File: config.mk
export PLATFORM = sky130hd
export DESIGN_NAME = pa_assembler
export DESIGN_NICKNAME = d
export VERILOG_FILES = /design/src/rtl/pa_pkg.sv /design/src/rtl/pa_stream_if.sv /design/src/rtl/pa_assembler.sv /design/src/rtl/pa_pair_buf.sv
export SDC_FILE = /design/constraint.sdc
export NUM_CORES = 1
export LEC_CHECK = 0
export ABC_AREA = 1
export BUFFER_PORTS_ARGS = -buffer_cell sky130_fd_sc_hd__buf_2
export CORE_MARGIN = 2
export CORE_UTILIZATION = 30
export DETAILED_ROUTE_END_ITERATION = 10
export HOLD_SLACK_MARGIN = 0.08
export PLACE_DENSITY = 0.54
export SKIP_LAST_GASP = 1
export SLEW_MARGIN = 5
export SYNTH_ARGS = -nofsm -noshare
export SYNTH_HDL_FRONTEND = slang
export SYNTH_HIERARCHICAL = 1
export SYNTH_SLANG_ARGS = --single-unit
File: constraint.sdc
create_clock -name ref_clk_in -period 36.6 [get_ports ref_clk_in]
set_clock_uncertainty 0.1 [all_clocks]
set_input_delay 10.98 -clock ref_clk_in [delete_from_list [all_inputs] [get_ports ref_clk_in]]
set_output_delay 10.98 -clock ref_clk_in [all_outputs]
set_load 0.1 [all_outputs]
File: src/rtl/pa_pkg.sv
// Shared constants and types of the primitive assembler
package pa_pkg;

  // ==========================================================================
  // Primitive modes and sequencer states
  typedef enum logic [3:0] {
    PA_POINTS     = 4'h0,
    PA_LINE_STRIP = 4'h1,
    PA_LINE_LOOP  = 4'h2,
    PA_LINES      = 4'h3,
    PA_TRI_STRIP  = 4'h4,
    PA_TRI_FAN    = 4'h5,
    PA_TRIS       = 4'h6,
    PA_LINES_ADJ  = 4'h7,
    PA_LSTRIP_ADJ = 4'h8,
    PA_TRIS_ADJ   = 4'h9,
    PA_TSTRIP_ADJ = 4'hA,
    PA_PATCHES    = 4'hB
  } pa_mode_t;

  typedef enum logic [1:0] {
    PA_ST_IDLE = 2'h0,
    PA_ST_MAIN = 2'h1,
    PA_ST_END  = 2'h2
  } pa_state_t;

  // ==========================================================================
  // Vertex source codes: below PA_SRC_A a code is an age in the history
  localparam logic [7:0] PA_SRC_A     = 8'hF0;
  localparam logic [7:0] PA_SRC_B     = 8'hF1;
  localparam logic [7:0] PA_SRC_PREV  = 8'hF2;
  localparam logic [7:0] PA_SRC_FIRST = 8'hF3;

  // ==========================================================================
  // Configuration
  localparam logic [7:0]  PA_PATCH_RESET     = 8'h03;
  localparam logic [15:0] PA_PNAME_PATCH_VTX = 16'h0001;
  localparam int          PA_MAX_PATCH_DEF   = 32;
  localparam int          PA_HIST_MIN        = 10;

  // Vertex count wraps from the high mark back to the low mark; bits 1:0 agree
  localparam logic [3:0] PA_CNT_HI = 4'hD;
  localparam logic [3:0] PA_CNT_LO = 4'hA;

endpackage : pa_pkg

File: src/rtl/pa_stream_if.sv
// Valid/ready stream carrier between assembler modules
`timescale 1ns/1ps
interface pa_stream_if #(
  parameter int W = 8
);
  logic [W-1:0] data;
  logic         valid;
  logic         ready;

  modport src (output data, output valid, input ready);
  modport snk (input data, input valid, output ready);
endinterface : pa_stream_if
File: src/rtl/pa_assembler.sv
// Primitive assembler: groups a draw's vertex stream into primitives
`timescale 1ns/1ps
module pa_assembler #(
  parameter int VW        = 32,
  parameter int MAX_PATCH = pa_pkg::PA_MAX_PATCH_DEF
) (
  input  wire logic              ref_clk_in,
  input  wire logic              rst_in,
  input  wire logic              in_valid_in,
  output logic                   in_ready_out,
  input  wire logic [VW-1:0]     in_vtx_in,
  input  wire logic              in_first_in,
  input  wire logic              in_last_in,
  input  wire pa_pkg::pa_mode_t  mode_in,
  input  wire logic              gs_active_in,
  input  wire logic              cfg_valid_in,
  input  wire logic [15:0]       cfg_pname_in,
  input  wire logic [31:0]       cfg_value_in,
  output logic [7:0]             patch_size_out,
  output logic                   err_enum_out,
  output logic                   err_value_out,
  output logic                   out_valid_out,
  input  wire logic              out_ready_in,
  output logic [VW-1:0]          out_vtx_out,
  output logic                   out_prim_first_out,
  output logic                   out_prim_last_out,
  output logic                   out_adj_out
);
  localparam int HD  = (MAX_PATCH > pa_pkg::PA_HIST_MIN) ? MAX_PATCH : pa_pkg::PA_HIST_MIN;
  localparam int HIW = $clog2(HD);
  localparam int PW  = VW + 3;
  localparam logic [31:0] MAX_PATCH_W = MAX_PATCH;

  // ==========================================================================
  // Decode functions
  function automatic logic [7:0] grp_mod(input pa_pkg::pa_mode_t m, input logic [7:0] v);
    case (m)
      pa_pkg::PA_LINES:     grp_mod = 8'h02;
      pa_pkg::PA_TRIS:      grp_mod = 8'h03;
      pa_pkg::PA_LINES_ADJ: grp_mod = 8'h04;
      pa_pkg::PA_TRIS_ADJ:  grp_mod = 8'h06;
      pa_pkg::PA_PATCHES:   grp_mod = v;
      default:              grp_mod = 8'h01;
    endcase
  endfunction : grp_mod

  function automatic logic [7:0] prim_len(input pa_pkg::pa_mode_t m, input logic gs,
                                          input logic end_ph, input logic [3:0] cnt,
                                          input logic grp_end, input logic [7:0] v,
                                          input logic first);
    logic [7:0] n2;
    logic [7:0] n3;
    n2 = gs ? 8'h04 : 8'h02;
    n3 = gs ? 8'h06 : 8'h03;
    prim_len = 8'h00;
    if (end_ph) begin
      case (m)
        pa_pkg::PA_LINE_LOOP:  prim_len = (cnt >= 4'h2) ? 8'h02 : 8'h00;
        pa_pkg::PA_TSTRIP_ADJ: prim_len = (cnt >= 4'h6) ? n3 : 8'h00;
        default:               prim_len = 8'h00;
      endcase
    end else begin
      case (m)
        pa_pkg::PA_POINTS:     prim_len = 8'h01;
        pa_pkg::PA_LINE_STRIP,
        pa_pkg::PA_LINE_LOOP:  prim_len = first ? 8'h00 : 8'h02;
        pa_pkg::PA_LINES:      prim_len = grp_end ? 8'h02 : 8'h00;
        pa_pkg::PA_TRI_STRIP,
        pa_pkg::PA_TRI_FAN:    prim_len = (cnt >= 4'h3) ? 8'h03 : 8'h00;
        pa_pkg::PA_TRIS:       prim_len = grp_end ? 8'h03 : 8'h00;
        pa_pkg::PA_LINES_ADJ:  prim_len = grp_end ? n2 : 8'h00;
        pa_pkg::PA_LSTRIP_ADJ: prim_len = (cnt >= 4'h4) ? n2 : 8'h00;
        pa_pkg::PA_TRIS_ADJ:   prim_len = grp_end ? n3 : 8'h00;
        pa_pkg::PA_TSTRIP_ADJ: prim_len = (cnt >= 4'h8 && !cnt[0]) ? n3 : 8'h00;
        pa_pkg::PA_PATCHES:    prim_len = grp_end ? v : 8'h00;
        default:               prim_len = 8'h00;
      endcase
    end
  endfunction : prim_len

  // Ages count back from the current vertex (age 0)
  function automatic logic [7:0] pick_src(input pa_pkg::pa_mode_t m, input logic gs,
                                          input logic end_ph, input logic [7:0] k,
                                          input logic [3:0] cnt, input logic [7:0] v);
    logic [7:0] p [3];
    logic [7:0] a [3];
    logic [7:0] off;
    p   = '{8'h05, 8'h03, 8'h01};
    a   = '{8'h04, 8'h02, 8'h00};
    off = 8'h00;
    pick_src = 8'h00;
    if (m == pa_pkg::PA_TSTRIP_ADJ) begin
      if (end_ph) begin
        off = {7'h00, cnt[0]};
        if (cnt < 4'h8) begin
          a = '{8'h04, 8'h00, 8'h02};
        end else if (!cnt[1]) begin
          p = '{8'h03, 8'h05, 8'h01};
          a = '{8'h07, 8'h02, 8'h00};
        end else begin
          a = '{8'h07, 8'h00, 8'h02};
        end
      end else if (cnt == 4'h8) begin
        p = '{8'h07, 8'h05, 8'h03};
        a = '{8'h06, 8'h01, 8'h04};
      end else if (cnt[1]) begin
        p = '{8'h05, 8'h07, 8'h03};
        a = '{8'h09, 8'h04, 8'h01};
      end else begin
        p = '{8'h07, 8'h05, 8'h03};
        a = '{8'h09, 8'h01, 8'h04};
      end
    end
    case (m)
      pa_pkg::PA_LINE_STRIP: pick_src = (k == 8'h00) ? pa_pkg::PA_SRC_PREV : 8'h00;
      pa_pkg::PA_LINE_LOOP: begin
        if (end_ph) begin
          pick_src = (k == 8'h00) ? 8'h00 : pa_pkg::PA_SRC_FIRST;
        end else begin
          pick_src = (k == 8'h00) ? pa_pkg::PA_SRC_PREV : 8'h00;
        end
      end
      pa_pkg::PA_LINES:      pick_src = (k == 8'h00) ? pa_pkg::PA_SRC_A : 8'h00;
      pa_pkg::PA_TRI_STRIP,
      pa_pkg::PA_TRI_FAN: begin
        pick_src = (k == 8'h00) ? pa_pkg::PA_SRC_A :
                   (k == 8'h01) ? pa_pkg::PA_SRC_B : 8'h00;
      end
      pa_pkg::PA_TRIS:       pick_src = 8'h02 - k;
      pa_pkg::PA_LINES_ADJ,
      pa_pkg::PA_LSTRIP_ADJ: pick_src = (gs ? 8'h03 : 8'h02) - k;
      pa_pkg::PA_TRIS_ADJ,
      pa_pkg::PA_TSTRIP_ADJ: begin
        if (gs) begin
          pick_src = off + (k[0] ? a[k[2:1]] : p[k[2:1]]);
        end else begin
          pick_src = off + p[k[1:0]];
        end
      end
      pa_pkg::PA_PATCHES:    pick_src = v - 8'h01 - k;
      default:               pick_src = 8'h00;
    endcase
  endfunction : pick_src

  function automatic logic is_adj(input pa_pkg::pa_mode_t m, input logic gs,
                                  input logic [7:0] k);
    case (m)
      pa_pkg::PA_LINES_ADJ,
      pa_pkg::PA_LSTRIP_ADJ: is_adj = gs && (k == 8'h00 || k == 8'h03);
      pa_pkg::PA_TRIS_ADJ,
      pa_pkg::PA_TSTRIP_ADJ: is_adj = gs && k[0];
      default:               is_adj = 1'b0;
    endcase
  endfunction : is_adj

  // ==========================================================================
  // State
  pa_pkg::pa_state_t state_reg;
  pa_pkg::pa_state_t state_next;
  pa_pkg::pa_mode_t  mode_reg;
  logic              gs_reg;
  logic [7:0]        v_reg;
  logic [7:0]        patch_v_reg;
  logic [3:0]        cnt_reg;
  logic [7:0]        grp_reg;
  logic              last_reg;
  logic              first_flag_reg;
  logic              ptr_reg;
  logic [7:0]        k_reg;
  logic [VW-1:0]     hist_reg [HD];
  logic [VW-1:0]     a_reg;
  logic [VW-1:0]     a_next;
  logic [VW-1:0]     b_reg;
  logic [VW-1:0]     b_next;
  logic [VW-1:0]     prev_reg;
  logic [VW-1:0]     first_vtx_reg;
  logic              err_enum_reg;
  logic              err_value_reg;

  pa_stream_if #(.W(PW)) core_s ();
  pa_stream_if #(.W(PW)) out_s ();

  // ==========================================================================
  // Decode and selection
  wire             accept    = in_valid_in && (state_reg == pa_pkg::PA_ST_IDLE);
  wire             busy      = (state_reg != pa_pkg::PA_ST_IDLE);
  wire             end_ph    = (state_reg == pa_pkg::PA_ST_END);
  wire [7:0]       gmod      = grp_mod(mode_reg, v_reg);
  wire             grp_end   = (grp_reg == gmod - 8'h01);
  wire [7:0]       plen      = prim_len(mode_reg, gs_reg, end_ph, cnt_reg, grp_end,
                                        v_reg, first_flag_reg);
  wire [7:0]       src       = pick_src(mode_reg, gs_reg, end_ph, k_reg, cnt_reg, v_reg);
  wire             emitting  = busy && (k_reg < plen);
  wire             phase_end = busy && (k_reg >= plen);
  wire             upd       = (state_reg == pa_pkg::PA_ST_MAIN) && phase_end;
  wire             push      = emitting && core_s.ready;
  wire [VW-1:0]    cur       = hist_reg[0];
  wire [3:0]       cnt_inc   = (cnt_reg == pa_pkg::PA_CNT_HI) ? pa_pkg::PA_CNT_LO
                                                               : cnt_reg + 4'h1;
  wire [VW-1:0]    src_vtx   = (src == pa_pkg::PA_SRC_A)     ? a_reg :
                               (src == pa_pkg::PA_SRC_B)     ? b_reg :
                               (src == pa_pkg::PA_SRC_PREV)  ? prev_reg :
                               (src == pa_pkg::PA_SRC_FIRST) ? first_vtx_reg :
                               hist_reg[src[HIW-1:0]];
  wire signed [31:0] cfg_sval  = $signed(cfg_value_in);
  wire             cfg_name_ok = (cfg_pname_in == pa_pkg::PA_PNAME_PATCH_VTX);
  wire             cfg_val_ok  = (cfg_sval > 0) && (cfg_value_in <= MAX_PATCH_W);

  assign in_ready_out   = !busy;
  assign core_s.valid   = emitting;
  assign core_s.data    = {src_vtx, (k_reg == 8'h00), (k_reg == plen - 8'h01),
                           is_adj(mode_reg, gs_reg, k_reg)};
  assign out_s.ready    = out_ready_in;
  assign out_valid_out  = out_s.valid;
  assign out_vtx_out    = out_s.data[PW-1:3];
  assign out_prim_first_out = out_s.data[2];
  assign out_prim_last_out  = out_s.data[1];
  assign out_adj_out    = out_s.data[0];
  assign patch_size_out = patch_v_reg;
  assign err_enum_out   = err_enum_reg;
  assign err_value_out  = err_value_reg;

  // Stored-vertex updates once the vertex's own primitive has gone out
  always_comb begin
    a_next = a_reg;
    b_next = b_reg;
    case (mode_reg)
      pa_pkg::PA_TRI_STRIP: begin
        if (ptr_reg) begin
          b_next = cur;
        end else begin
          a_next = cur;
        end
      end
      pa_pkg::PA_TRI_FAN: begin
        if (first_flag_reg) begin
          a_next = cur;
        end else begin
          b_next = cur;
        end
      end
      pa_pkg::PA_LINES: begin
        if (grp_reg == 8'h00) begin
          a_next = cur;
        end
      end
      default: begin
        a_next = a_reg;
      end
    endcase
  end

  always_comb begin
    case (state_reg)
      pa_pkg::PA_ST_IDLE: state_next = accept ? pa_pkg::PA_ST_MAIN : pa_pkg::PA_ST_IDLE;
      pa_pkg::PA_ST_MAIN: begin
        if (!phase_end) begin
          state_next = pa_pkg::PA_ST_MAIN;
        end else begin
          state_next = last_reg ? pa_pkg::PA_ST_END : pa_pkg::PA_ST_IDLE;
        end
      end
      pa_pkg::PA_ST_END:  state_next = phase_end ? pa_pkg::PA_ST_IDLE : pa_pkg::PA_ST_END;
      default:            state_next = pa_pkg::PA_ST_IDLE;
    endcase
  end

  // ==========================================================================
  // Vertex history, shifted on every accepted vertex
  always_ff @(posedge ref_clk_in) begin
    if (accept) begin
      hist_reg[0] <= in_vtx_in;
    end
  end

  for (genvar i = 1; i < HD; i++) begin : g_hist
    always_ff @(posedge ref_clk_in) begin
      if (accept) begin
        hist_reg[i] <= hist_reg[i-1];
      end
    end
  end

  // ==========================================================================
  // Sequencer
  always_ff @(posedge ref_clk_in) begin
    if (rst_in) begin
      state_reg <= pa_pkg::PA_ST_IDLE;
      k_reg     <= 8'h00;
    end else begin
      state_reg <= state_next;
      k_reg     <= phase_end ? 8'h00 : (push ? k_reg + 8'h01 : k_reg);
    end
  end

  // Draw-wide settings latched on the first vertex; count and last flag on every vertex
  always_ff @(posedge ref_clk_in) begin
    if (rst_in) begin
      mode_reg <= pa_pkg::PA_POINTS;
      gs_reg   <= 1'b0;
      v_reg    <= pa_pkg::PA_PATCH_RESET;
      cnt_reg  <= 4'h0;
      last_reg <= 1'b0;
    end else if (accept) begin
      if (in_first_in) begin
        mode_reg <= mode_in;
        gs_reg   <= gs_active_in;
        v_reg    <= patch_v_reg;
      end
      cnt_reg  <= in_first_in ? 4'h1 : cnt_inc;
      last_reg <= in_last_in;
    end
  end

  // Per-vertex assembly state
  always_ff @(posedge ref_clk_in) begin
    if (rst_in) begin
      grp_reg        <= 8'h00;
      first_flag_reg <= 1'b1;
      ptr_reg        <= 1'b0;
    end else if (accept && in_first_in) begin
      grp_reg        <= 8'h00;
      first_flag_reg <= 1'b1;
      ptr_reg        <= 1'b0;
    end else if (upd) begin
      grp_reg        <= grp_end ? 8'h00 : grp_reg + 8'h01;
      first_flag_reg <= 1'b0;
      ptr_reg        <= ~ptr_reg;
    end
  end

  always_ff @(posedge ref_clk_in) begin
    if (upd) begin
      a_reg    <= a_next;
      b_reg    <= b_next;
      prev_reg <= cur;
      if (first_flag_reg) begin
        first_vtx_reg <= cur;
      end
    end
  end

  // ==========================================================================
  // Patch-size setting; a rejected write leaves the old value standing
  always_ff @(posedge ref_clk_in) begin
    if (rst_in) begin
      patch_v_reg   <= pa_pkg::PA_PATCH_RESET;
      err_enum_reg  <= 1'b0;
      err_value_reg <= 1'b0;
    end else begin
      err_enum_reg  <= cfg_valid_in && !cfg_name_ok;
      err_value_reg <= cfg_valid_in && cfg_name_ok && !cfg_val_ok;
      if (cfg_valid_in && cfg_name_ok && cfg_val_ok) begin
        patch_v_reg <= cfg_value_in[7:0];
      end
    end
  end

  // ==========================================================================
  // Output buffer: downstream stalls back-pressure the sequencer
  pa_pair_buf #(.W(PW)) u_buf (
    .ref_clk_in (ref_clk_in),
    .rst_in     (rst_in),
    .enq        (core_s),
    .deq        (out_s)
  );

endmodule : pa_assembler

File: src/rtl/pa_pair_buf.sv
// Two-entry buffer on the assembled vertex stream
`timescale 1ns/1ps
module pa_pair_buf #(
  parameter int W = 8
) (
  input  wire logic ref_clk_in,
  input  wire logic rst_in,
  pa_stream_if.snk  enq,
  pa_stream_if.src  deq
);
  logic [W-1:0] mem_reg [2];
  logic         wr_ptr_reg;
  logic         rd_ptr_reg;
  logic [1:0]   count_reg;

  wire push = enq.valid && enq.ready;
  wire pop  = deq.valid && deq.ready;

  assign enq.ready = (count_reg != 2'h2);
  assign deq.valid = (count_reg != 2'h0);
  assign deq.data  = mem_reg[rd_ptr_reg];

  always_ff @(posedge ref_clk_in) begin
    if (push) begin
      mem_reg[wr_ptr_reg] <= enq.data;
    end
  end

  always_ff @(posedge ref_clk_in) begin
    if (rst_in) begin
      wr_ptr_reg <= 1'b0;
      rd_ptr_reg <= 1'b0;
      count_reg  <= 2'h0;
    end else begin
      wr_ptr_reg <= wr_ptr_reg ^ push;
      rd_ptr_reg <= rd_ptr_reg ^ pop;
      count_reg  <= count_reg + {1'b0, push} - {1'b0, pop};
    end
  end
endmodule : pa_pair_buf

==> impl_metrics.yaml, run 1 <==
detailed_routing:
  wl_per_cell_um: 18.3
  wl_mm: 126
  drtIter0Drc: 3236
  vias_per_cell: 4.78
  vias: 32900
  first_pass_iters: 5
  ant_nets: 0
  drc_errors: 0
synthesis:
  seq_area_frac_synth: 0.726
  yosysWarnings: 6
  synth_edf_count: 1222
  yosys.area_share.simple: 0.196
  async_flop_share: 0
  yosysTopAreaCell: "edfxtp_1"
  synth_compound_area_frac: 0.0252
  netlist_area_um2: 52000
  synth_ff_type: "edfxtp_1"
  synthCells: 4355
  yosysTopAreaCellShare: 0.705
  synth_top_family_by_area: "simple AND/OR/NAND/NOR gates"
  synth.area.top_cells: "edfxtp_1, nand2_1, nand3_1, nand4_1, dfxtp_1"
  postSynthAreaPerCell_um2: 11.9
  syn-num-nets: 4488
  synthAdderAreaFrac: 0.0100
  synth.distinct_cells: 53
  synth_mux_area_frac: 0.00960
  synth_xor_area_frac: 0.00236
  ys_ff_latch: 1274
critical_path:
  endpoint_kind: "flip-flop"
  r2r_cells: 28
  crit_path_max_fanout: 132
  crit_path_start_kind: "primary input"
  r2r_slack_ns: 28.75
  cp.required_ns: 36.86
  path_class: "in2reg"
  r2r-start: "mode_reg[2]"
  r2r-end: "u_buf/mem_reg[1][7]"
  worstPathArrival_ns: 14.71
floorplan:
  num_io_pins: 139
  die_h_um: 420
  core_region_area_um2: 172000
  die_area_um2: 177000
  num_rows: 152
  die_x_um: 420
  initial_core_util: 0.303
placement:
  port_buffers: 138
  place_congestion: 0.827
  post_dp_cell_area_um2: 55100
  place.detailed.hpwl_mm: 67.6
power_and_ir_drop:
  p_per_area_nw_per_um2: 62.3
  p_leak_nw: 21.2
  peakVddDrop_uv: 69.1
sta:
  fmax_mhz: 69.2
  tightest_slew_ns: 1.16
  maxSlewViolCount: 0
  tns_ns: 0
  rsz0062_at_grt: "no"
  final_hold_viol_count: 0
  hold_ws_ns: 0.337
  fin_crit_sh: 0.395
  setup_viol: 0
  max_slew_margin: 0.228
  min_period_ns: 14.44
layout:
  fill_cells: 17000
  final_area_um2: 59200
  fin_nets: 4601
  largest_reg_flops: 1024
  syn_to_final_growth_pct: 13.8
  n_antenna_cell: 0
  drive_above_1_share: 0.102
hold_path:
  holdPathStages: 0
  hold_path.class: "reg2reg"
  hold_path.startpoint: "hist_reg[16][22]"
  hold_path_end: "hist_reg[17][22]"
clock_network:
  clk_latency_ns: 0.75
  cts.root.buffer_cell: "clkbuf_16"
  cts_made_buffers: 135
  clk_path_buf_depth: 3
  cts_hold_buf: 0
  cts_resized: 0
  h-tree-depth: 4
  path_clk_slew_ns: 0.06
  cts.sinks: 1274
  postCtsSetupRepairBufs: 0
  cts_tree: "yes"
global_route:
  grt.total_usage: 0.140
  grt_pass1_vias: 31800
  grt_overflow: 0
  antenna_found_initial: 0
  grt_pass1_wl_mm: 192
  grt_max_degree: 193
outcome:
  status: "completed"
run:
  max-cap-violations: 0
[through the flow]
step / cells / worst slack, ns / util / total power [mW]
after global placement: 6641 / 21.50 / 0.320 / 2.42
after detailed placement: 6641 / 21.36 / 0.320 / 2.43
after CTS: 6879 / 22.18 / 0.344 / 3.73
final: 6879 / 22.16 / 0.344 / 3.69
after global routing: 6879 / 21.90 / 0.344 / 3.84
after floorplan: 4355 / 4.30 / - / 2.37
[worst max-delay path by stage]
stage | endpoint | from | slack, ns | cells after the start
2_1_floorplan | hist_reg[0][0] | in_valid_in | 4.30 | 2
6_report | hist_reg[13][14] | in_valid_in | 22.16 | 6
5_1_grt | hist_reg[8][21] | in_valid_in | 21.90 | 6
3_3_place_gp | hist_reg[13][19] | in_valid_in | 21.50 | 6
4_1_cts | hist_reg[22][14] | in_valid_in | 22.18 | 6
3_5_place_dp | hist_reg[21][19] | in_valid_in | 21.36 | 6
[critical path, cell delays in order]
cell and delay (ns):
buf_2 0.07, nand2_1 0.24, inv_8 0.65, buf_4 0.86, buf_4 0.73, buf_4 0.87
[layout make-up]
cell class,count,area [µm²],area share
Clock buffer,173,3610,0.0609
Clock inverter,65,512,0.00864
Inverter,160,611,0.0103
Multi-Input combinational cell,2717,12800,0.216
Sequential cell,1274,37700,0.637
Tap cell,2310,2890,0.0488
Timing Repair Buffer,180,1070,0.0180
[Yosys cell counts, types with 15 or more instances]
| cell | number |
|---|---|
| dfxtp_1 | 52 |
| nand4_1 | 213 |
| nand2_1 | 1608 |
| a22oi_1 | 27 |
| inv_1 | 135 |
| nand3_1 | 348 |
| edfxtp_1 | 1222 |
| a21oi_1 | 125 |
| nor3_1 | 15 |
| o21ai_0 | 30 |
| o21ai_1 | 16 |
| nor2_1 | 156 |
| ha_1 | 40 |
| mux2_4 | 28 |
| clkbuf_1 | 64 |
| inv_2 | 19 |
| buf_2 | 116 |
[per-layer routing]
metal | GRT usage | routed length (µm) | up-vias
li1 | - | - | 15500
met4 | 0.0409 | 2940 | 0
met1 | 0.194 | 57000 | 16200
met3 | 0.0227 | 6860 | 176
met2 | 0.224 | 59100 | 961
met5 | 0 | 0 | -
[cells by family (layout without fill, tap and decap cells)]
| family | Yosys count | count (layout) |
|---|---|---|
| flip-flops | 1274 | 1274 |
| adder cells (fa/ha/maj) | 41 | 41 |
| AND/OR/NAND/NOR | 2396 | 2396 |
| multiplexers | 35 | 35 |
| buffers and inverters | 364 | 578 |
| AO/OA/AOI/OAI | 231 | 231 |
| XOR/XNOR | 14 | 14 |
[placed cells by master, fill, tap and decap left out, types with 12 or more instances in the layout]
cell type,n
edfxtp_1,1222
clkinv_2,19
mux2_4,28
nand2_1,1607
dfxtp_1,51
inv_1,133
buf_4,37
clkinv_1,34
buf_2,138
xor2_1,12
o21ai_1,14
nor3_1,14
o21ai_0,30
nand4_1,213
nand3_1,348
clkbuf_16,139
a21oi_1,125
inv_2,19
a22oi_1,27
clkbuf_1,34
nor2_1,150
ha_1,38
[power breakdown]
| part | internal, mW | total, mW | switching, mW |
|---|---|---|---|
| Sequential | 1.81 | 1.88 | 0.0712 |
| Clock | 0.722 | 1.29 | 0.571 |
| Combinational | 0.125 | 0.519 | 0.394 |
No activity file was read; power rests on OpenSTA's default activity.
==> run 2: changes to the inputs <==
--- a/config.mk
+++ b/config.mk
@@ -5,7 +5,7 @@
 export SDC_FILE = /design/constraint.sdc
 export NUM_CORES = 1
 export LEC_CHECK = 0
-export ABC_AREA = 1
+export ABC_AREA = 0
 export BUFFER_PORTS_ARGS = -buffer_cell sky130_fd_sc_hd__buf_2
 export CORE_MARGIN = 2
 export CORE_UTILIZATION = 30
==> constraint.sdc (replaced) <==
create_clock -name ref_clk_in -period 13.3 [get_ports ref_clk_in]
set_clock_uncertainty 0.1 [all_clocks]
set_input_delay 3.99 -clock ref_clk_in [delete_from_list [all_inputs] [get_ports ref_clk_in]]
set_output_delay 3.99 -clock ref_clk_in [all_outputs]
set_load 0.1 [all_outputs]
==> impl_metrics.yaml, run 2 <==
outcome:
  status: "completed"
critical_path:
  r2r_slack_ns: 5.98
  worst-path-buf-inv: 3
  critPathTopFamily: "buffers and inverters"
  max_stage_delay_ns: 0.93
  crit_path_start_kind: "flip-flop"
  path_class: "reg2reg"
  r2r_cells: 20
  r2r-start: "mode_reg[1]"
  crit_path_max_fanout: 56
  cp_cell_sequence: "nand3b_1 > nor2_1 > a41oi_1 > a21oi_1 > a21oi_1 > mux2i_1 > ha_1 > nand2b_1 > a32o_1 > a221o_1 > nor2_4 > buf_4 > buf_4 > buf_4 > mux2_2 > a221oi_1 > o32a_1 > nor2_1 > a21oi_1 > a32oi_1"
  slowest_stage: "dfxtp_1"
  worstPathArrival_ns: 7.64
  endpoint_kind: "flip-flop"
  r2r-end: "u_buf/mem_reg[1][34]"
  cp.required_ns: 13.62
detailed_routing:
  ant_nets: 0
  drc_errors: 0
  wl_per_cell_um: 22.0
  wl_mm: 137
  drtIter0Drc: 3423
  vias: 32300
  vias_per_cell: 5.18
  first_pass_iters: 5
synthesis:
  ys_ff_latch: 1274
  synth.most_common_cell: "edfxtp_1"
  yosysTopAreaCell: "edfxtp_1"
  async_flop_share: 0
  synthCells: 3752
  netlist_area_um2: 52300
  synth_ff_type: "edfxtp_1"
  synth.area.top_cells: "edfxtp_1, nand2_1, a21oi_1, a211oi_1, mux2_2"
  synthTopCellsByCount: "edfxtp_1, nand2_1, a21oi_1"
  syn-num-nets: 3885
  synth.distinct_cells: 90
  yosysTopAreaCellShare: 0.702
  postSynthAreaPerCell_um2: 13.9
  synth_edf_count: 1222
  yosysWarnings: 6
  seq_area_frac_synth: 0.722
placement:
  port_buffers: 138
  place_congestion: 0.801
  place.detailed.hpwl_mm: 71.9
  post_dp_cell_area_um2: 55400
layout:
  multi_input_area_um2: 13400
  fin_nets: 3946
  fill_cells: 16900
  final_core_util: 0.342
  largest_reg_flops: 1024
  final_cell_mix: "edfxtp_1, nand2_1, a21oi_1"
  syn_to_final_growth_pct: 13.5
  layout_commonest_cell: "edfxtp_1"
  drive_above_1_share: 0.132
  final_area_um2: 59300
  register_area_um2: 37700
global_route:
  grt_max_degree: 191
  antenna_found_initial: 1
  grt.total_usage: 0.149
  grt_pass1_vias: 31400
  grt_pass1_wl_mm: 205
  grt_overflow: 0
sta:
  max_slew_margin: 0.212
  maxSlewViolCount: 0
  min_period_ns: 7.32
  fmax_mhz: 137
  final_hold_viol_count: 0
  rsz0062_at_grt: "no"
  setup_viol: 0
  tightest_slew_ns: 1.18
  fin_crit_sh: 0.551
hold_path:
  hold_path_end: "hist_reg[14][21]"
  hold_path.startpoint: "hist_reg[13][21]"
  hold_path.class: "reg2reg"
  holdPathStages: 0
floorplan:
  initial_core_util: 0.301
  die_area_um2: 178000
  core_region_area_um2: 173000
  num_rows: 153
  die_x_um: 421
  die_h_um: 421
  num_io_pins: 139
clock_network:
  cts.root.buffer_cell: "clkbuf_16"
  cts.sinks: 1274
  path_clk_slew_ns: 0.07
  h-tree-depth: 3
  clk_latency_ns: 0.74
  cts_tree: "yes"
  cts_hold_buf: 0
  cts_made_buffers: 120
  postCtsSetupRepairBufs: 0
  clk_path_buf_depth: 3
  cts_resized: 0
power_and_ir_drop:
  peakVddDrop_uv: 117
  p_leak_nw: 19.4
  p_per_area_nw_per_um2: 164
  finalPower_mw: 9.76
run:
  max-cap-violations: 0
run 2: worst register-to-register path: stages, from the launching register on:
cell and delay, ns:
dfxtp_1 0.93, nand3b_1 0.39, nor2_1 0.26, a41oi_1 0.15, a21oi_1 0.16, a21oi_1 0.06
mux2i_1 0.16, ha_1 0.26, nand2b_1 0.15, a32o_1 0.29, a221o_1 0.41, nor2_4 0.09
buf_4 0.59, buf_4 0.83, buf_4 0.84, mux2_2 0.47, a221oi_1 0.26, o32a_1 0.20
nor2_1 0.04, a21oi_1 0.19, a32oi_1 0.21
run 2: layout make-up:
type	count	share of cell area
inverters	40	0.00259
repair buffers	197	0.0204
clock buffers	146	0.0526
clock inverters	77	0.0135
flip-flops and latches	1274	0.636
diodes	3	0.000127
multi-input cells	2180	0.226
well taps	2325	0.0490
run 2: power by group:
part	switching [mW]	internal (mW)
clock network	1.54	1.91
registers	0.183	4.90
logic	0.937	0.283
total	2.66	7.09
run 2: layer usage:
layer | track usage | wire length, µm | vias to the layer above
met4 | 0.0443 | 3140 | 0
met2 | 0.234 | 62900 | 1084
met5 | 0 | 0 | -
li1 | - | - | 14600
met3 | 0.0222 | 8530 | 178
met1 | 0.214 | 62600 | 16500
run 2: how the worst max path moves through the flow:
stage                           start  slack (ns)  cells after the start              endpoint
after floorplan           in_valid_in       -6.95                      2        hist_reg[0][0]
final                     mode_reg[1]        5.98                     20  u_buf/mem_reg[1][34]
after global routing      mode_reg[1]        5.56                     20  u_buf/mem_reg[1][34]
after CTS                 mode_reg[1]        6.09                     20  u_buf/mem_reg[1][34]
after detailed placement  mode_reg[1]        6.07                     20   u_buf/mem_reg[0][6]
after global placement    mode_reg[1]        6.15                     20  u_buf/mem_reg[0][34]
run 2: logic make-up (layout without fill, tap and decap cells):
logic type,Yosys count,count (layout),synth area share
DFF,1274,1274,0.722
and+or+nand+nor,1024,1024,0.0846
AOI/OAI and AO/OA,905,905,0.117
buffers and inverters,298,460,0.0243
muxes,169,169,0.0350
adders and majority gates,41,41,0.00995
xor gates and xnor gates,41,41,0.00713
other,0,3,0
run 2: through the flow:
step	setup TNS (ns)	hold slack, ns	setup WS [ns]	cells
detailed placement	0	0.327	6.07	6016
CTS	0	0.287	6.09	6239
global route	0	0.298	5.56	6240
finish	0	0.294	5.98	6242
global placement	0	0.323	6.15	6016
floorplan	-7212.24	0.317	-6.95	3752
